--- src/hdl/swdcu_defs.svh ---
// Constants for the single-wire debug command unit: offsets, fields, reset values, timing
`ifndef SWDCU_DEFS_SVH
`define SWDCU_DEFS_SVH
`define SWDCU_OFS_CSR 4'h0
`define SWDCU_OFS_CMD 4'h4
`define SWDCU_CSR_EN 15
`define SWDCU_CSR_BDM 14
`define SWDCU_CSR_WAIT 6
`define SWDCU_CSR_ILL 5
`define SWDCU_CSR_NO_RESPONSE_FLAG 4
`define SWDCU_CSR_OVR 3
`define SWDCU_CSR_ACKEN 2
`define SWDCU_CSR_RST 16'h0000
`define SWDCU_DLY_CYC 8'h10
`define SWDCU_ACK_CYC 8'h20
`define SWDCU_SYNC_GAP 8'h10
`define SWDCU_SYNC_LOW 8'h80
`define SWDCU_SYNC_DET 8'h80
`define SWDCU_OP_NOP 8'h00
`define SWDCU_OP_SYNCPC 8'h01
`define SWDCU_OP_ACKON 8'h02
`define SWDCU_OP_ACKOFF 8'h03
`define SWDCU_OP_BGND 8'h04
`define SWDCU_OP_STEP 8'h09
`define SWDCU_OP_CSRWR 8'h0D
`define SWDCU_OP_CSRRD 8'h2D
`define SWDCU_OP_ERASE 8'h95
`define SWDCU_GRP_WMEM 4'h1
`define SWDCU_GRP_RMEM 4'h3
`define SWDCU_GRP_REGWR 4'h4
`define SWDCU_GRP_SAME 4'h5
`define SWDCU_SZ_BYTE 2'h0
`define SWDCU_SZ_WORD 2'h1
`endif

--- src/hdl/swdcu_pkg.sv ---
// Types for the single-wire debug command unit
package swdcu_pkg;
	typedef enum logic [3:0] {
		st_idle, st_addr, st_wdata, st_exec, st_wait, st_dly, st_stat, st_rdata,
		st_sync_hi, st_sync_gap, st_sync_low, st_sync_pulse
	} swdcu_fsm_type;

	typedef enum logic [3:0] {
		kind_ill, kind_nop, kind_syncpc, kind_ackon, kind_ackoff, kind_bgnd, kind_step,
		kind_csrwr, kind_csrrd, kind_erase, kind_wmem, kind_rmem, kind_dump, kind_same, kind_regwr
	} swdcu_kind_type;

	typedef struct packed {
		logic req;
		logic we;
		logic [1:0] size;
		logic [23:0] addr;
		logic [31:0] wdata;
	} swdcu_mem_type;

	typedef struct packed {
		swdcu_fsm_type st;
		swdcu_kind_type kind;
		logic [7:0] cmd;
		logic [7:0] cnt;
		logic [7:0] lowc;
		logic [2:0] idx;
		logic [23:0] addr;
		logic [23:0] rd_addr;
		logic [23:0] seq_addr;
		logic [31:0] data;
		logic ack_en;
		logic en;
		logic ovr;
		logic ill;
		logic no_response_flag;
		logic seq_ok;
		logic tx_valid;
		logic [7:0] tx_byte;
		logic ack_pulse;
		logic pin_oe;
		logic pin_out;
		swdcu_mem_type mem;
		logic reg_wr;
		logic halt;
		logic step;
		logic erase;
		logic [31:0] bus_rdata;
	} swdcu_state_type;
endpackage

--- src/hdl/swdcu_core.sv ---
// Command decoder and executor of the single-wire debug controller
`timescale 1ns/1ns
`include "swdcu_defs.svh"

// Operation
// - Reread returns same address data, acknowledged
// - Reread with status: delay, status, data
// - Status register read always, no acknowledge
// - Memory write: address, data, write, acknowledge
// - Memory write with status: delay, status
// - Core register write only when halted
// - Status register write always, no acknowledge
// - Mass erase always, fixed delay, no acknowledge
// - Single step only halted, then acknowledge
// - Sync response: gap, 128 low, pulse
// - Sync response clears overrun flag
// - After sync next edge starts fresh
// - Handshake off: later commands unacknowledged
// - Handshake on: acknowledge later commands, itself
// - Halt request only when debug enabled
// - Halt in wait sets no-response flag
// - Sequential read advances address by size
// - Sequential read status first or acknowledge
// - Sequential read legal only after listed commands
// - Size field: byte, word, long, reserved long
// - Fixed delay slot is 16 cycles
// - Acknowledge slot 16 plain or 32 then pulse
// - Memory read sets the later read address
module swdcu_core (
	input wire logic clock,
	input wire logic rst_b,
	input wire logic debug_pin_in,
	output logic debug_pin_out,
	output logic debug_pin_oe,
	input wire logic rx_valid,
	input wire logic [7:0] rx_byte,
	output logic tx_valid,
	output logic [7:0] tx_byte,
	input wire logic tx_ready,
	output logic ack_pulse,
	output swdcu_pkg::swdcu_mem_type mem,
	input wire logic mem_done,
	input wire logic [31:0] mem_rdata,
	output logic core_reg_wr,
	output logic [3:0] core_reg_num,
	output logic [31:0] core_reg_data,
	output logic halt_req,
	output logic step_req,
	input wire logic step_done,
	output logic erase_start,
	input wire logic cpu_halted,
	input wire logic cpu_wait,
	input wire logic [23:0] pc_value,
	input wire logic [3:0] bus_addr,
	input wire logic [31:0] bus_wdata,
	input wire logic bus_wr,
	input wire logic bus_rd,
	output logic [31:0] bus_rdata
);
	swdcu_pkg::swdcu_state_type s;
	swdcu_pkg::swdcu_state_type next_s;
	logic [15:0] csr;
	logic [2:0] nb;
	logic is_read;
	logic with_status;
	logic fixed_slot;
	logic acked;

	function automatic logic [2:0] size_bytes(input logic [1:0] sz);
		if (sz == `SWDCU_SZ_BYTE) begin
			size_bytes = 3'h1;
		end else if (sz == `SWDCU_SZ_WORD) begin
			size_bytes = 3'h2;
		end else begin
			size_bytes = 3'h4;
		end
	endfunction

	function automatic swdcu_pkg::swdcu_kind_type classify(input logic [7:0] op);
		classify = swdcu_pkg::kind_ill;
		if (op == `SWDCU_OP_NOP) classify = swdcu_pkg::kind_nop;
		else if (op == `SWDCU_OP_SYNCPC) classify = swdcu_pkg::kind_syncpc;
		else if (op == `SWDCU_OP_ACKON) classify = swdcu_pkg::kind_ackon;
		else if (op == `SWDCU_OP_ACKOFF) classify = swdcu_pkg::kind_ackoff;
		else if (op == `SWDCU_OP_BGND) classify = swdcu_pkg::kind_bgnd;
		else if (op == `SWDCU_OP_STEP) classify = swdcu_pkg::kind_step;
		else if (op == `SWDCU_OP_CSRWR) classify = swdcu_pkg::kind_csrwr;
		else if (op == `SWDCU_OP_CSRRD) classify = swdcu_pkg::kind_csrrd;
		else if (op == `SWDCU_OP_ERASE) classify = swdcu_pkg::kind_erase;
		else if (op[7:4] == `SWDCU_GRP_WMEM && !op[1]) classify = swdcu_pkg::kind_wmem;
		else if (op[7:4] == `SWDCU_GRP_RMEM && !op[1]) classify = swdcu_pkg::kind_rmem;
		else if (op[7:4] == `SWDCU_GRP_RMEM && op[1]) classify = swdcu_pkg::kind_dump;
		else if (op[7:4] == `SWDCU_GRP_SAME && !op[1]) classify = swdcu_pkg::kind_same;
		else if (op[7:4] == `SWDCU_GRP_REGWR) classify = swdcu_pkg::kind_regwr;
	endfunction

	always_comb begin
		csr = `SWDCU_CSR_RST;
		csr[`SWDCU_CSR_EN] = s.en;
		csr[`SWDCU_CSR_BDM] = cpu_halted;
		csr[`SWDCU_CSR_WAIT] = cpu_wait;
		csr[`SWDCU_CSR_ILL] = s.ill;
		csr[`SWDCU_CSR_NO_RESPONSE_FLAG] = s.no_response_flag;
		csr[`SWDCU_CSR_OVR] = s.ovr;
		csr[`SWDCU_CSR_ACKEN] = s.ack_en;
	end

	always_comb begin
		nb = size_bytes(s.cmd[3:2]);
		with_status = (s.kind == swdcu_pkg::kind_wmem || s.kind == swdcu_pkg::kind_rmem ||
			s.kind == swdcu_pkg::kind_dump || s.kind == swdcu_pkg::kind_same) && s.cmd[0];
		is_read = s.kind == swdcu_pkg::kind_rmem || s.kind == swdcu_pkg::kind_dump ||
			s.kind == swdcu_pkg::kind_same || s.kind == swdcu_pkg::kind_syncpc;
		fixed_slot = with_status || s.kind == swdcu_pkg::kind_ackoff || s.kind == swdcu_pkg::kind_erase;
		acked = !fixed_slot && s.ack_en;
	end

	always_comb begin
		next_s = s;
		next_s.ack_pulse = 1'b0;
		next_s.mem.req = 1'b0;
		next_s.reg_wr = 1'b0;
		next_s.halt = 1'b0;
		next_s.step = 1'b0;
		next_s.erase = 1'b0;
		next_s.bus_rdata = 32'h0000_0000;
		if (bus_rd) begin
			if (bus_addr == `SWDCU_OFS_CSR) begin
				next_s.bus_rdata = {16'h0000, csr};
			end else if (bus_addr == `SWDCU_OFS_CMD) begin
				next_s.bus_rdata = {s.seq_addr, s.cmd};
			end
		end
		// Flags are write-one-to-clear; hardware sets below still win in the same cycle
		if (bus_wr && bus_addr == `SWDCU_OFS_CSR) begin
			next_s.en = bus_wdata[`SWDCU_CSR_EN];
			next_s.ack_en = bus_wdata[`SWDCU_CSR_ACKEN];
			if (bus_wdata[`SWDCU_CSR_ILL]) next_s.ill = 1'b0;
			if (bus_wdata[`SWDCU_CSR_NO_RESPONSE_FLAG]) next_s.no_response_flag = 1'b0;
			if (bus_wdata[`SWDCU_CSR_OVR]) next_s.ovr = 1'b0;
		end
		if (cpu_halted) next_s.no_response_flag = 1'b0;
		if (s.cnt != 8'hFF) next_s.cnt = s.cnt + 8'h01;
		case (s.st)
			swdcu_pkg::st_idle: begin
				if (rx_valid) begin
					next_s.cmd = rx_byte;
					next_s.kind = classify(rx_byte);
					next_s.st = swdcu_pkg::st_exec;
					if (classify(rx_byte) == swdcu_pkg::kind_wmem || classify(rx_byte) == swdcu_pkg::kind_rmem) begin
						next_s.st = swdcu_pkg::st_addr;
						next_s.idx = 3'h2;
					end else if (classify(rx_byte) == swdcu_pkg::kind_regwr) begin
						next_s.st = swdcu_pkg::st_wdata;
						next_s.idx = 3'h3;
					end else if (classify(rx_byte) == swdcu_pkg::kind_csrwr) begin
						next_s.st = swdcu_pkg::st_wdata;
						next_s.idx = 3'h1;
					end
				end
			end
			swdcu_pkg::st_addr: begin
				if (rx_valid) begin
					next_s.addr[8*s.idx +: 8] = rx_byte;
					next_s.idx = s.idx - 3'h1;
					if (s.idx == 3'h0) begin
						if (s.kind == swdcu_pkg::kind_wmem) begin
							next_s.st = swdcu_pkg::st_wdata;
							next_s.idx = nb - 3'h1;
							next_s.data = 32'h0000_0000;
						end else begin
							next_s.st = swdcu_pkg::st_exec;
						end
					end
				end
			end
			swdcu_pkg::st_wdata: begin
				if (rx_valid) begin
					next_s.data[8*s.idx +: 8] = rx_byte;
					next_s.idx = s.idx - 3'h1;
					if (s.idx == 3'h0) next_s.st = swdcu_pkg::st_exec;
				end
			end
			swdcu_pkg::st_exec: begin
				next_s.cnt = 8'h00;
				next_s.st = swdcu_pkg::st_dly;
				next_s.seq_ok = 1'b0;
				if (s.kind == swdcu_pkg::kind_ill || (s.kind == swdcu_pkg::kind_dump && !s.seq_ok) ||
					((s.kind == swdcu_pkg::kind_regwr || s.kind == swdcu_pkg::kind_step) && !cpu_halted)) begin
					next_s.ill = 1'b1;
					next_s.st = swdcu_pkg::st_idle;
				end else begin
					case (s.kind)
						swdcu_pkg::kind_nop: begin
							next_s.seq_ok = 1'b1;
						end
						swdcu_pkg::kind_syncpc: begin
							next_s.data = {8'h00, pc_value};
						end
						swdcu_pkg::kind_ackon: begin
							next_s.ack_en = 1'b1;
						end
						swdcu_pkg::kind_ackoff: begin
							next_s.ack_en = 1'b0;
						end
						swdcu_pkg::kind_bgnd: begin
							// Disabled request is dropped silently, the slot still runs
							if (s.en) next_s.halt = 1'b1;
							if (s.en && cpu_wait && !cpu_halted) next_s.no_response_flag = 1'b1;
						end
						swdcu_pkg::kind_step: begin
							next_s.step = 1'b1;
							next_s.st = swdcu_pkg::st_wait;
						end
						swdcu_pkg::kind_csrwr: begin
							next_s.en = s.data[`SWDCU_CSR_EN];
							next_s.ack_en = s.data[`SWDCU_CSR_ACKEN];
							if (s.data[`SWDCU_CSR_ILL]) next_s.ill = 1'b0;
							if (s.data[`SWDCU_CSR_NO_RESPONSE_FLAG]) next_s.no_response_flag = 1'b0;
							if (s.data[`SWDCU_CSR_OVR]) next_s.ovr = 1'b0;
							next_s.st = swdcu_pkg::st_idle;
						end
						swdcu_pkg::kind_csrrd: begin
							next_s.data = {16'h0000, csr};
							next_s.idx = 3'h1;
							next_s.st = swdcu_pkg::st_rdata;
						end
						swdcu_pkg::kind_erase: begin
							next_s.erase = 1'b1;
						end
						swdcu_pkg::kind_regwr: begin
							next_s.reg_wr = 1'b1;
						end
						default: begin
							next_s.mem.req = 1'b1;
							next_s.mem.we = s.kind == swdcu_pkg::kind_wmem;
							next_s.mem.size = s.cmd[3:2];
							next_s.mem.wdata = s.data;
							next_s.mem.addr = s.addr;
							if (s.kind == swdcu_pkg::kind_dump) next_s.mem.addr = s.seq_addr;
							if (s.kind == swdcu_pkg::kind_same) next_s.mem.addr = s.rd_addr;
							if (s.kind == swdcu_pkg::kind_rmem) next_s.rd_addr = s.addr;
							next_s.seq_ok = s.kind == swdcu_pkg::kind_rmem || s.kind == swdcu_pkg::kind_dump;
							next_s.st = swdcu_pkg::st_wait;
						end
					endcase
				end
			end
			swdcu_pkg::st_wait: begin
				if ((s.kind == swdcu_pkg::kind_step && step_done) || (s.kind != swdcu_pkg::kind_step && mem_done)) begin
					next_s.st = swdcu_pkg::st_dly;
					if (is_read) next_s.data = mem_rdata;
					if (s.kind == swdcu_pkg::kind_rmem) next_s.seq_addr = s.addr + {21'h000000, nb};
					if (s.kind == swdcu_pkg::kind_dump) next_s.seq_addr = s.seq_addr + {21'h000000, nb};
				end
			end
			swdcu_pkg::st_dly: begin
				// The slot is timed from the start of execution, so a slow access eats into it
				if (s.cnt >= (acked ? `SWDCU_ACK_CYC : `SWDCU_DLY_CYC) - 8'h01) begin
					next_s.ack_pulse = acked;
					next_s.idx = (s.kind == swdcu_pkg::kind_syncpc) ? 3'h2 : nb - 3'h1;
					if (with_status) begin
						next_s.st = swdcu_pkg::st_stat;
					end else if (is_read) begin
						next_s.st = swdcu_pkg::st_rdata;
					end else begin
						next_s.st = swdcu_pkg::st_idle;
					end
				end
			end
			swdcu_pkg::st_stat: begin
				if (!s.tx_valid) begin
					next_s.tx_valid = 1'b1;
					next_s.tx_byte = csr[7:0];
				end else if (tx_ready) begin
					next_s.tx_valid = 1'b0;
					next_s.st = is_read ? swdcu_pkg::st_rdata : swdcu_pkg::st_idle;
				end
			end
			swdcu_pkg::st_rdata: begin
				if (!s.tx_valid) begin
					next_s.tx_valid = 1'b1;
					next_s.tx_byte = s.data[8*s.idx +: 8];
				end else if (tx_ready) begin
					next_s.tx_valid = 1'b0;
					next_s.idx = s.idx - 3'h1;
					if (s.idx == 3'h0) next_s.st = swdcu_pkg::st_idle;
				end
			end
			swdcu_pkg::st_sync_hi: begin
				if (debug_pin_in) begin
					next_s.st = swdcu_pkg::st_sync_gap;
					next_s.cnt = 8'h00;
				end
			end
			swdcu_pkg::st_sync_gap: begin
				if (s.cnt == `SWDCU_SYNC_GAP - 8'h01) begin
					next_s.st = swdcu_pkg::st_sync_low;
					next_s.cnt = 8'h00;
					next_s.pin_oe = 1'b1;
					next_s.pin_out = 1'b0;
				end
			end
			swdcu_pkg::st_sync_low: begin
				if (s.cnt == `SWDCU_SYNC_LOW - 8'h01) begin
					next_s.st = swdcu_pkg::st_sync_pulse;
					next_s.pin_out = 1'b1;
				end
			end
			default: begin
				next_s.pin_oe = 1'b0;
				next_s.pin_out = 1'b0;
				next_s.ovr = 1'b0;
				next_s.seq_ok = 1'b1;
				next_s.st = swdcu_pkg::st_idle;
			end
		endcase
		// Bytes arriving while a command executes cannot be honoured
		if (rx_valid && !(s.st == swdcu_pkg::st_idle || s.st == swdcu_pkg::st_addr || s.st == swdcu_pkg::st_wdata))
			next_s.ovr = 1'b1;
		next_s.lowc = 8'h00;
		if (!debug_pin_in && !s.pin_oe && s.lowc != `SWDCU_SYNC_DET) next_s.lowc = s.lowc + 8'h01;
		else if (!debug_pin_in && !s.pin_oe) next_s.lowc = s.lowc;
		// A low far longer than any bit is a sync request; it aborts the command in flight and its memory request, not other pulses raised that cycle
		if (s.lowc == `SWDCU_SYNC_DET - 8'h01 && !debug_pin_in && !s.pin_oe && s.st != swdcu_pkg::st_sync_hi &&
			s.st != swdcu_pkg::st_sync_gap && s.st != swdcu_pkg::st_sync_low && s.st != swdcu_pkg::st_sync_pulse) begin
			next_s.st = swdcu_pkg::st_sync_hi;
			next_s.tx_valid = 1'b0;
			next_s.mem.req = 1'b0;
		end
	end

	always_ff @(posedge clock or negedge rst_b) begin
		if (!rst_b) begin
			s <= '0;
		end else begin
			s <= next_s;
		end
	end

	assign debug_pin_out = s.pin_out;
	assign debug_pin_oe = s.pin_oe;
	assign tx_valid = s.tx_valid;
	assign tx_byte = s.tx_byte;
	assign ack_pulse = s.ack_pulse;
	assign mem = s.mem;
	assign core_reg_wr = s.reg_wr;
	assign core_reg_num = s.cmd[3:0];
	assign core_reg_data = s.data;
	assign halt_req = s.halt;
	assign step_req = s.step;
	assign erase_start = s.erase;
	assign bus_rdata = s.bus_rdata;

	logic [7:0] low_run;
	always_ff @(posedge clock or negedge rst_b) begin
		if (!rst_b) begin
			low_run <= 8'h00;
		end else if (s.pin_oe && !s.pin_out) begin
			low_run <= low_run + 8'h01;
		end else begin
			low_run <= 8'h00;
		end
	end
endmodule

--- config.mk ---
export PLATFORM = sky130hd
export DESIGN_NAME = swdcu_core
export DESIGN_NICKNAME = d
export VERILOG_FILES = /design/src/hdl/swdcu_pkg.sv /design/src/hdl/swdcu_core.sv
export VERILOG_INCLUDE_DIRS = /design/src /design/src/hdl
export SDC_FILE = /design/constraint.sdc
export NUM_CORES = 1
export LEC_CHECK = 0
export ABC_AREA = 1
export BUFFER_PORTS_ARGS = -buffer_cell sky130_fd_sc_hd__clkbuf_2
export CORE_MARGIN = 5
export CORE_UTILIZATION = 57
export CTS_BUF_LIST = sky130_fd_sc_hd__clkbuf_16
export DETAILED_ROUTE_END_ITERATION = 16
export PLACE_DENSITY = 0.84
export SETUP_SLACK_MARGIN = 0.15
export SLEW_MARGIN = 20
export SYNTH_ARGS = -nofsm -noshare
export SYNTH_HDL_FRONTEND = slang
export SYNTH_SLANG_ARGS = --single-unit
export TNS_END_PERCENT = 1
--- constraint.sdc ---
create_clock -name clock -period 3.5 [get_ports clock]
set_clock_uncertainty 0.15 [all_clocks]
set_input_delay 0.175 -clock clock [delete_from_list [all_inputs] [get_ports clock]]
set_output_delay 0.175 -clock clock [all_outputs]
set_load 0.05 [all_outputs]
# Yosys cells after proc, flatten, opt, wreduce, memory -nomap -nowiden

Cells that the tools add are included.

$add $sub $neg: 8
$mul: 0
Div/mod/pow operators: 0
Magnitude comparators: 1
Equality and inequality tests: 86
Shift operators: 5
Mux-type cells: 131
Bitwise operators: 4
Reduce and logical (&&, ||, !) cells: 72

Operator list:

| operator                                               | number |
|---|---|
| 2-to-1 mux 32 bit                                      | 9 |
| 2-to-1 mux 4 bit                                       | 40 |
| 2-to-1 mux 64 bit                                      | 2 |
| case mux 32 bit (4 select lines)                       | 1 |
| 2-to-1 mux 24 bit                                      | 4 |
| case mux 32 bit (2 select lines)                       | 1 |
| 2-to-1 mux 60 bit                                      | 1 |
| 2-to-1 mux 3 bit                                       | 19 |
| 2-to-1 mux 8 bit                                       | 7 |
| equality test 4 bit (second input constant)            | 13 |
| adder 24 x 3 -> 24 bit                                 | 2 |
| equality test 4 x 3 -> 1 bit (second input constant)   | 12 |
| case mux 4 bit (11 select lines)                       | 1 |
| 2-to-1 mux 35 bit                                      | 1 |
| negation 6 -> 34 bit                                   | 1 |
| variable shift 8 x 34 -> 24 bit (first input constant) | 1 |
| variable shift 8 x 34 -> 32 bit (first input constant) | 1 |
| variable part select 8 x 34 -> 24 bit                  | 1 |
| variable part select 8 x 34 -> 32 bit                  | 1 |
| bitwise mux 32 bit                                     | 1 |
| variable part select 32 x 7 -> 8 bit                   | 1 |
| != test 2 bit (second input constant)                  | 15 |
| != test 3 bit (second input constant)                  | 10 |
| OR reduction 10 bit                                    | 3 |
| other kinds (52)                                       | 159 |

Register bits after elaboration: 253
Bits in latches: 0
Bits in writable memories: 0
ROM bits: 0
Input port bits: 111
Output and inout port bits: 144
Word-level logic and storage cells: 338
Memories: 0

# Logic depth before layout (Yosys ltp)

Gate-level depths: netlist of the first run.

Word-level depth: 34
Mapped depth: 20
Depth with buffers taken out: 18

# Worst setup path before layout of the first run

No wires, ideal clock.

Path kind: register to register
Start: register s[245] in the netlist's numbering
End: register s[160] in the netlist's numbering
Setup time: 126 ps
Arrival: 2,663 ps
Required time: 3,224 ps
Slack: 561 ps
Cell stages (with the launch flop): 18
Buffers on the path: 2
Period minus slack after synthesis: 2,939 ps
Cell sequence: dfrtp_1 -> nor2_2 -> nand2_2 -> buf_6 -> buf_2 -> o21ai_0 -> ha_1 -> inv_1 -> fa_1 -> inv_1 -> a21oi_1 -> nor2_2 -> nand2_1 -> nor2_2 -> nand2_1 -> xor2_1 -> nand2_1 -> o21ai_0

Cells in the longest elaborated chain, start to end: 4
Elaborated cells on any way between the ends: 10
Those cells by class: eq/ne: 4; mux: 1; reduce/logical: 5

Ends and longest elaborated chain:

| element                                                                       | RTL line          | RTL |
|---|---|---|
| from (decl)                                                                   | swdcu_core.sv:60  | `swdcu_pkg::swdcu_state_type s;` |
| from (signal assigned)                                                        | swdcu_core.sv:337 | `s <= next_s;` |
| equality test 4 x 3 -> 1 bit / != test 4 x 3 -> 1 bit (equally long branches) | swdcu_core.sv:250 | `if ((s.kind == swdcu_pkg::kind_step && step_done) \|\| (s.kind != swdcu_pkg::kind_step && mem_done)) begin` |
| logical AND 1 bit                                                             | swdcu_core.sv:250 |  |
| logical OR 1 bit                                                              | swdcu_core.sv:250 |  |
| AND reduction 3 bit (no line)                                                 | n/a               |  |

Parallel ways exist; a longest one is shown, timed or not.
A chain may end at the register's enable or synchronous reset.

# Worst setup path after layout of the first run

Start: register s[247] in the netlist's numbering
End: register s[160] in the netlist's numbering

The elaborated chain is that of the path after synthesis.

==> impl_metrics.yaml, run 1 <==
run:
  maxCapViolCount: 0
cts:
  clk_latency_ns: 0.55
  clockBufferDepth: 3
  clk_pin_slew_ns: 0.06
  cts-root-buf: "clkbuf_16"
  cts_tree: "yes"
  h-tree-depth: 1
  cts_buffers: 28
  cts.sinks: 253
  post-cts-setup-buffers: 0
cells_and_area:
  final_common_cell: "nand2_1"
  final_cell_mix: "nand2_1, dfrtp_1, clkbuf_2, inv_1, nor2_1"
  syn2layout_area_growth_pct: 14.86
  fin_nets: 2161
  drive_above_1_share_pct: 16.42
  final_cells: 2384
global_routing:
  first_global_vias: 13760
  antenna_found_initial: 2
  grt_max_degree: 103
  grt_use_total_pct: 32.60
  grt_pass1_wl_microns: 73950
  grt-ovfl-total: 0
pwr:
  p_total_uw: 14560
  irDropWorstVdd_mv: 0.6293
  p_per_area_mw_per_mm2: 890.1
  p_leak_uw: 0.008257
sta:
  tns_ns: 0
  slew_viol_final: 0
  min_period_ns: 3.138
  period_share_pct: 89.66
  rsz0062_at_grt: "yes"
  tightest_slew_ns: 0.8560
  relSlewSlack_pct: 42.41
  setup_viol: 0
  hold_violations: 0
  max_freq_ghz: 0.3187
logic_synthesis:
  syn_inst: 1880
  syn_area_sq_mm: 0.01425
  synth_edf_count: 0
  yosysWarnings: 0
  seq_area_frac_synth_pct: 44.44
  synth_seq_cells: 253
  synthArstFlopShare_pct: 100.0
  syn_nets: 2004
  avgSynthCellArea_sq_um: 7.578
  synth_cell_types: 46
  synthFlopType: "dfrtp_1"
floorplan:
  start_util_pct: 58.24
  die_w_microns: 168.1
  die_h_microns: 168.1
  core_sq_mm: 0.02446
  die_area_sq_mm: 0.02825
  num_rows: 57
  ios: 255
setup_path:
  crit_top_cell: "nand2_1"
  crit_path_start_kind: "register"
  r2r_start: "s[247]$_DFFE_PN0P_"
  path_cells: "nand2_2, inv_4, nand2_2, o21ai_1, ha_1, inv_1, fa_1, inv_1, a21oi_1, nor2_2, nand2_1, nor2_2, nand2_1, xor2_1, nand2_1, o21ai_0"
  worstSetupEndpointType: "register"
  cp_slowest_cell: "dfrtp_1"
  critPathRequiredTime_ns: 3.76
  cpPeakStageDelay_ns: 0.45
  reg2reg_slack_ns: 0.36
  critPathKind: "reg2reg"
  r2r_end: "s[160]$_DFFE_PN0P_"
  critical_path_arrival_ns: 3.40
  crit_fanout: 12
  ff2ff_path_depth: 16
worst_hold_path:
  min_path_cells: 5
  worstHoldStart: "pc_value[14]"
  hp-class: "in2reg"
  hold_path_end: "core_reg_data[14]$_DFFE_PN0P_"
drt:
  vias: 13610
  wirelength_microns: 47140
  drtAntennaViolNets: 0
  vias_per_cell: 5.711
  drt-initial-drc-count: 1579
  post-route-drc-count: 0
  first_pass_iters: 8
  wl_per_cell_microns: 19.77
placement:
  dp_hpwl_microns: 33850
  dp_cells: 2253
  finalWeightedCongestion: 1.017
  port_buffers: 227
status:
  status: "complete, no violations"
[layer usage]
metal	vias to the layer above	share of wire [%]	GRT usage [%]
met5	-	0.028	0
met3	204	9.5	6.284
li1	6240	-	-
met2	839	47	53.56
met4	2	6.3	16.34
met1	6329	37	41.35
[timing repair]
action                     4_1_cts  5_1_grt
gates resized for setup          0        7
hold endpoints to repair       163        0
setup endpoints to repair        0       18
hold buffers                    78        0
[final cells by class]
type,instances,area (sq um)
antenna,1,2.502
clock buffer,29,725.7
clock inverter,23,181.4
fill,2056,8099
inverter,226,853.3
multi-input combinational,1197,5703
sequential,253,6332
tap,324,405.4
timing repair buffer,331,2160
[cells in the mapped netlist (8+ instances only)]
master	n	area [sq um]
buf_4	142	1066
a21oi_1	89	445.4
a22oi_1	8	60.06
nand4_1	21	131.4
ha_1	12	150.1
o21ai_0	175	875.8
buf_2	20	100.1
nor3_1	32	160.2
o22ai_1	14	87.58
inv_1	218	818.3
nor2_1	215	807.0
nand3_1	81	405.4
o21ai_1	19	95.09
a31oi_1	31	193.9
nand2_1	416	1562
nand2_2	8	50.05
clkbuf_1	34	127.6
dfrtp_1	253	6331
nor2_2	9	56.30
o211ai_1	10	75.07
[registers in the layout, indices dropped and copies added (netlist names), named ones only]
name and count:
core_reg_data 32, tx_byte 8, debug_pin_oe 1, core_reg_wr 1, core_reg_num 4, ack_pulse 1
mem 60, bus_rdata 32, step_req 1, csr 5, halt_req 1, tx_valid 1
debug_pin_out 1, s 80, erase_start 1
[how the worst max path moves through the flow]
stage                                         endpoint                from  depth (start not counted)  slack (ns)
after floorplan                     s[160]$_DFFE_PN0P_  s[245]$_DFFE_PN0P_                         17        0.56
after global placement              s[160]$_DFFE_PN0P_  s[248]$_DFFE_PN0P_                         16        0.40
after detailed placement            s[160]$_DFFE_PN0P_  s[248]$_DFFE_PN0P_                         16        0.25
after CTS                 core_reg_data[4]$_DFFE_PN0P_  s[219]$_DFFE_PN0P_                         10        0.18
after global routing                s[162]$_DFFE_PN0P_  s[247]$_DFFE_PN0P_                         16        0.14
final                               s[160]$_DFFE_PN0P_  s[247]$_DFFE_PN0P_                         16        0.36
[through the flow]
stage                     cell area (sq um)  hold WS (ns)  utilization [%]  setup WS, ns
final                                 16360       0.02912            66.89        0.3619
after global routing                  16360       0.04301            66.89        0.1353
after CTS                             16350       0.01494            66.83        0.1806
after detailed placement              14660        0.1337            59.93        0.2540
after global placement                14660        0.1244            59.93        0.4007
after floorplan                       14250       -0.2706                -        0.5606
[kinds of logic (layout without fill, tap and decap cells)]
| logic type | Yosys count | after routing | share of synthesized area [%] |
|---|---|---|---|
| compound gates | 368 | 368 | 14.19 |
| xor+xnor | 7 | 7 | 0.4304 |
| fa+ha+maj | 13 | 13 | 1.194 |
| buf+inv | 430 | 609 | 15.63 |
| flops | 253 | 253 | 44.44 |
| mux | 4 | 4 | 0.3162 |
| other cells | 0 | 1 | 0 |
| simple gates | 805 | 805 | 23.79 |
[power breakdown]
| group | internal (uW) | leakage (uW) | switching, uW |
|---|---|---|---|
| registers | 3750 | 0.00331 | 664 |
| clock network | 1710 | 0.000469 | 1230 |
| logic | 1800 | 0.00448 | 5410 |
| total | 7260 | 0.00826 | 7300 |
[critical path: cells and delay by family, from the launching register on]
family	cells	cell delay, ns
xor gates and xnor gates	1	0.14
buffers and inverters	3	0.31
adders and majority gates	2	0.63
DFF	1	0.45
and+or+nand+nor	7	0.93
AOI/OAI and AO/OA	3	0.39
Power figures use the tool's default switching activity.
==> run 2: changes to the inputs <==
--- a/config.mk
+++ b/config.mk
@@ -9,10 +9,10 @@
 export ABC_AREA = 1
 export BUFFER_PORTS_ARGS = -buffer_cell sky130_fd_sc_hd__clkbuf_2
 export CORE_MARGIN = 5
-export CORE_UTILIZATION = 57
+export CORE_UTILIZATION = 45
 export CTS_BUF_LIST = sky130_fd_sc_hd__clkbuf_16
 export DETAILED_ROUTE_END_ITERATION = 16
-export PLACE_DENSITY = 0.84
+export PLACE_DENSITY = 0.7
 export SETUP_SLACK_MARGIN = 0.15
 export SLEW_MARGIN = 20
 export SYNTH_ARGS = -nofsm -noshare
==> impl_metrics.yaml, run 2 (same netlist as run 1, synthesis figures left out) <==
setup_path:
  critPathKind: "reg2reg"
  cp_slowest_cell: "dlygate4sd3_1"
  crit_path_start_kind: "register"
  path_cells: "clkinv_1, ha_1, ha_1, nor3_1, nand3_2, o21ai_0, o211ai_1, dlygate4sd3_1, nand2_1, o21ai_0"
  crit_fanout: 14
  critPathBufInv: 2
  critical_path_arrival_ns: 3.39
  cpPeakStageDelay_ns: 0.58
  critPathRequiredTime_ns: 3.77
  crit_family: "buffers and inverters"
  worstSetupEndpointType: "register"
floorplan:
  die_w_microns: 187.9
  die_area_sq_mm: 0.03532
  die_h_microns: 187.9
  start_util_pct: 45.38
  num_rows: 65
  core_sq_mm: 0.03139
  ios: 255
global_routing:
  antenna_found_initial: 0
  grt_max_degree: 89
  first_global_vias: 13110
  grt-ovfl-total: 0
  grt_pass1_wl_microns: 72390
  grt_use_total_pct: 25.42
sta:
  slew_viol_final: 0
  period_share_pct: 88.96
  max_freq_ghz: 0.3212
  hold_violations: 0
  relSlewSlack_pct: 41.36
  tns_ns: 0
  setup_viol: 0
  rsz0062_at_grt: "yes"
  min_period_ns: 3.114
  fin_ws_ns: 0.3863
  tightest_slew_ns: 0.8787
placement:
  finalWeightedCongestion: 0.9472
  dp_hpwl_microns: 33870
  dpl_cell_area_sq_mm: 0.01473
  pre_cts_ws_ns: 0.3457
  port_buffers: 227
cells_and_area:
  final_common_cell: "nand2_1"
  syn2layout_area_growth_pct: 15.78
  finalInstanceArea_sq_mm: 0.01649
  largest_register_ffs: 80
  fillers: 2993
  final_cell_mix: "nand2_1, dfrtp_1, clkbuf_2, inv_1, nor2_1"
  top_register: "s"
  diodes: 0
  fin_nets: 2158
  drive_above_1_share_pct: 16.39
pwr:
  irDropWorstVdd_mv: 0.5674
  p_leak_uw: 0.008271
  p_per_area_mw_per_mm2: 886.8
cts:
  clk_latency_ns: 0.55
  cts_buffers: 30
  cts-root-buf: "clkbuf_16"
  clockBufferDepth: 3
  h-tree-depth: 1
  cts.sinks: 253
  cts_tree: "yes"
  clk_pin_slew_ns: 0.06
drt:
  first_pass_iters: 7
  wl_per_cell_microns: 18.75
  drtAntennaViolNets: 0
  vias: 13230
  drt-initial-drc-count: 1133
  post-route-drc-count: 0
  vias_per_cell: 5.382
  wirelength_microns: 46080
run:
  maxCapViolCount: 0
status:
  status: "complete, no violations"
worst_hold_path:
  hp-class: "in2reg"
==> run 2: routing by layer <==
layer | global-route usage [%] | up-vias | wire, microns
met1 | 33.84 | 6248 | 18870
met5 | 0 | - | 0
met4 | 11.26 | 0 | 2421
li1 | - | 6256 | -
met3 | 4.281 | 140 | 3582
met2 | 41.01 | 585 | 21210
==> run 2: final timing paths <==
check | startpoint | to | slack [ns] | cells after the start
min reg2reg | s[167]$_DFFE_PN0P_ | s[167]$_DFFE_PN0P_ | 0.33 | 2
max | s[219]$_DFFE_PN0P_ | core_reg_data[5]$_DFFE_PN0P_ | 0.39 | 10
min | pc_value[6] | core_reg_data[6]$_DFFE_PN0P_ | 0.02 | 5
max reg2reg | s[219]$_DFFE_PN0P_ | core_reg_data[5]$_DFFE_PN0P_ | 0.39 | 10
min in group asynchronous | rst_b | bus_rdata[12]$_DFF_PN0_ | 0.06 | 2
max in group asynchronous | rst_b | s[219]$_DFFE_PN0P_ | 2.17 | 3
==> run 2: final cells by class <==
cell class | instances | area [sq um] | share of cell area (%)
inverters | 226 | 850.8 | 5.158
clock buffers | 31 | 775.7 | 4.703
multi-input cells | 1197 | 5698 | 34.54
repair buffers | 326 | 2117 | 12.83
clock inverters | 23 | 217.7 | 1.320
well taps | 402 | 503.0 | 3.049
flip-flops and latches | 253 | 6332 | 38.39
==> run 2: through the flow <==
| step | total power (uW) | std cells | hold WS, ns | util, % |
|---|---|---|---|---|
| final | 14630 | 2458 | 0.01713 | 52.54 |
| after global routing | 15540 | 2458 | 0.02878 | 52.54 |
| after CTS | 14630 | 2458 | 0.0001983 | 52.52 |
| after detailed placement | 11300 | 2328 | 0.06713 | 46.94 |
| after global placement | 11240 | 2328 | 0.05943 | 46.94 |
| after floorplan | 9991 | 1880 | -0.2706 | - |
==> run 2: tightest hold or removal path, stage by stage <==
cell	delay (ns)
clkbuf_2	0.09
o21ai_0	0.12
o221ai_1	0.19
nand2_1	0.05
nand2_1	0.05
==> run 2: repair_timing <==
item | in CTS | in global routing
hold buffers | 76 | 0
endpoints found under the setup margin | 0 | 17
endpoints found under the hold margin | 144 | 0
gates resized for setup | 0 | 4
setup buffers | 0 | 0
==> run 2: power by group <==
part / internal [uW] / leakage [uW] / switching (uW)
registers: 3750 / 0.00331 / 648
logic: 1790 / 0.00446 / 5290
clock network: 1890 / 0.000503 / 1250
total: 7430 / 0.00827 / 7190
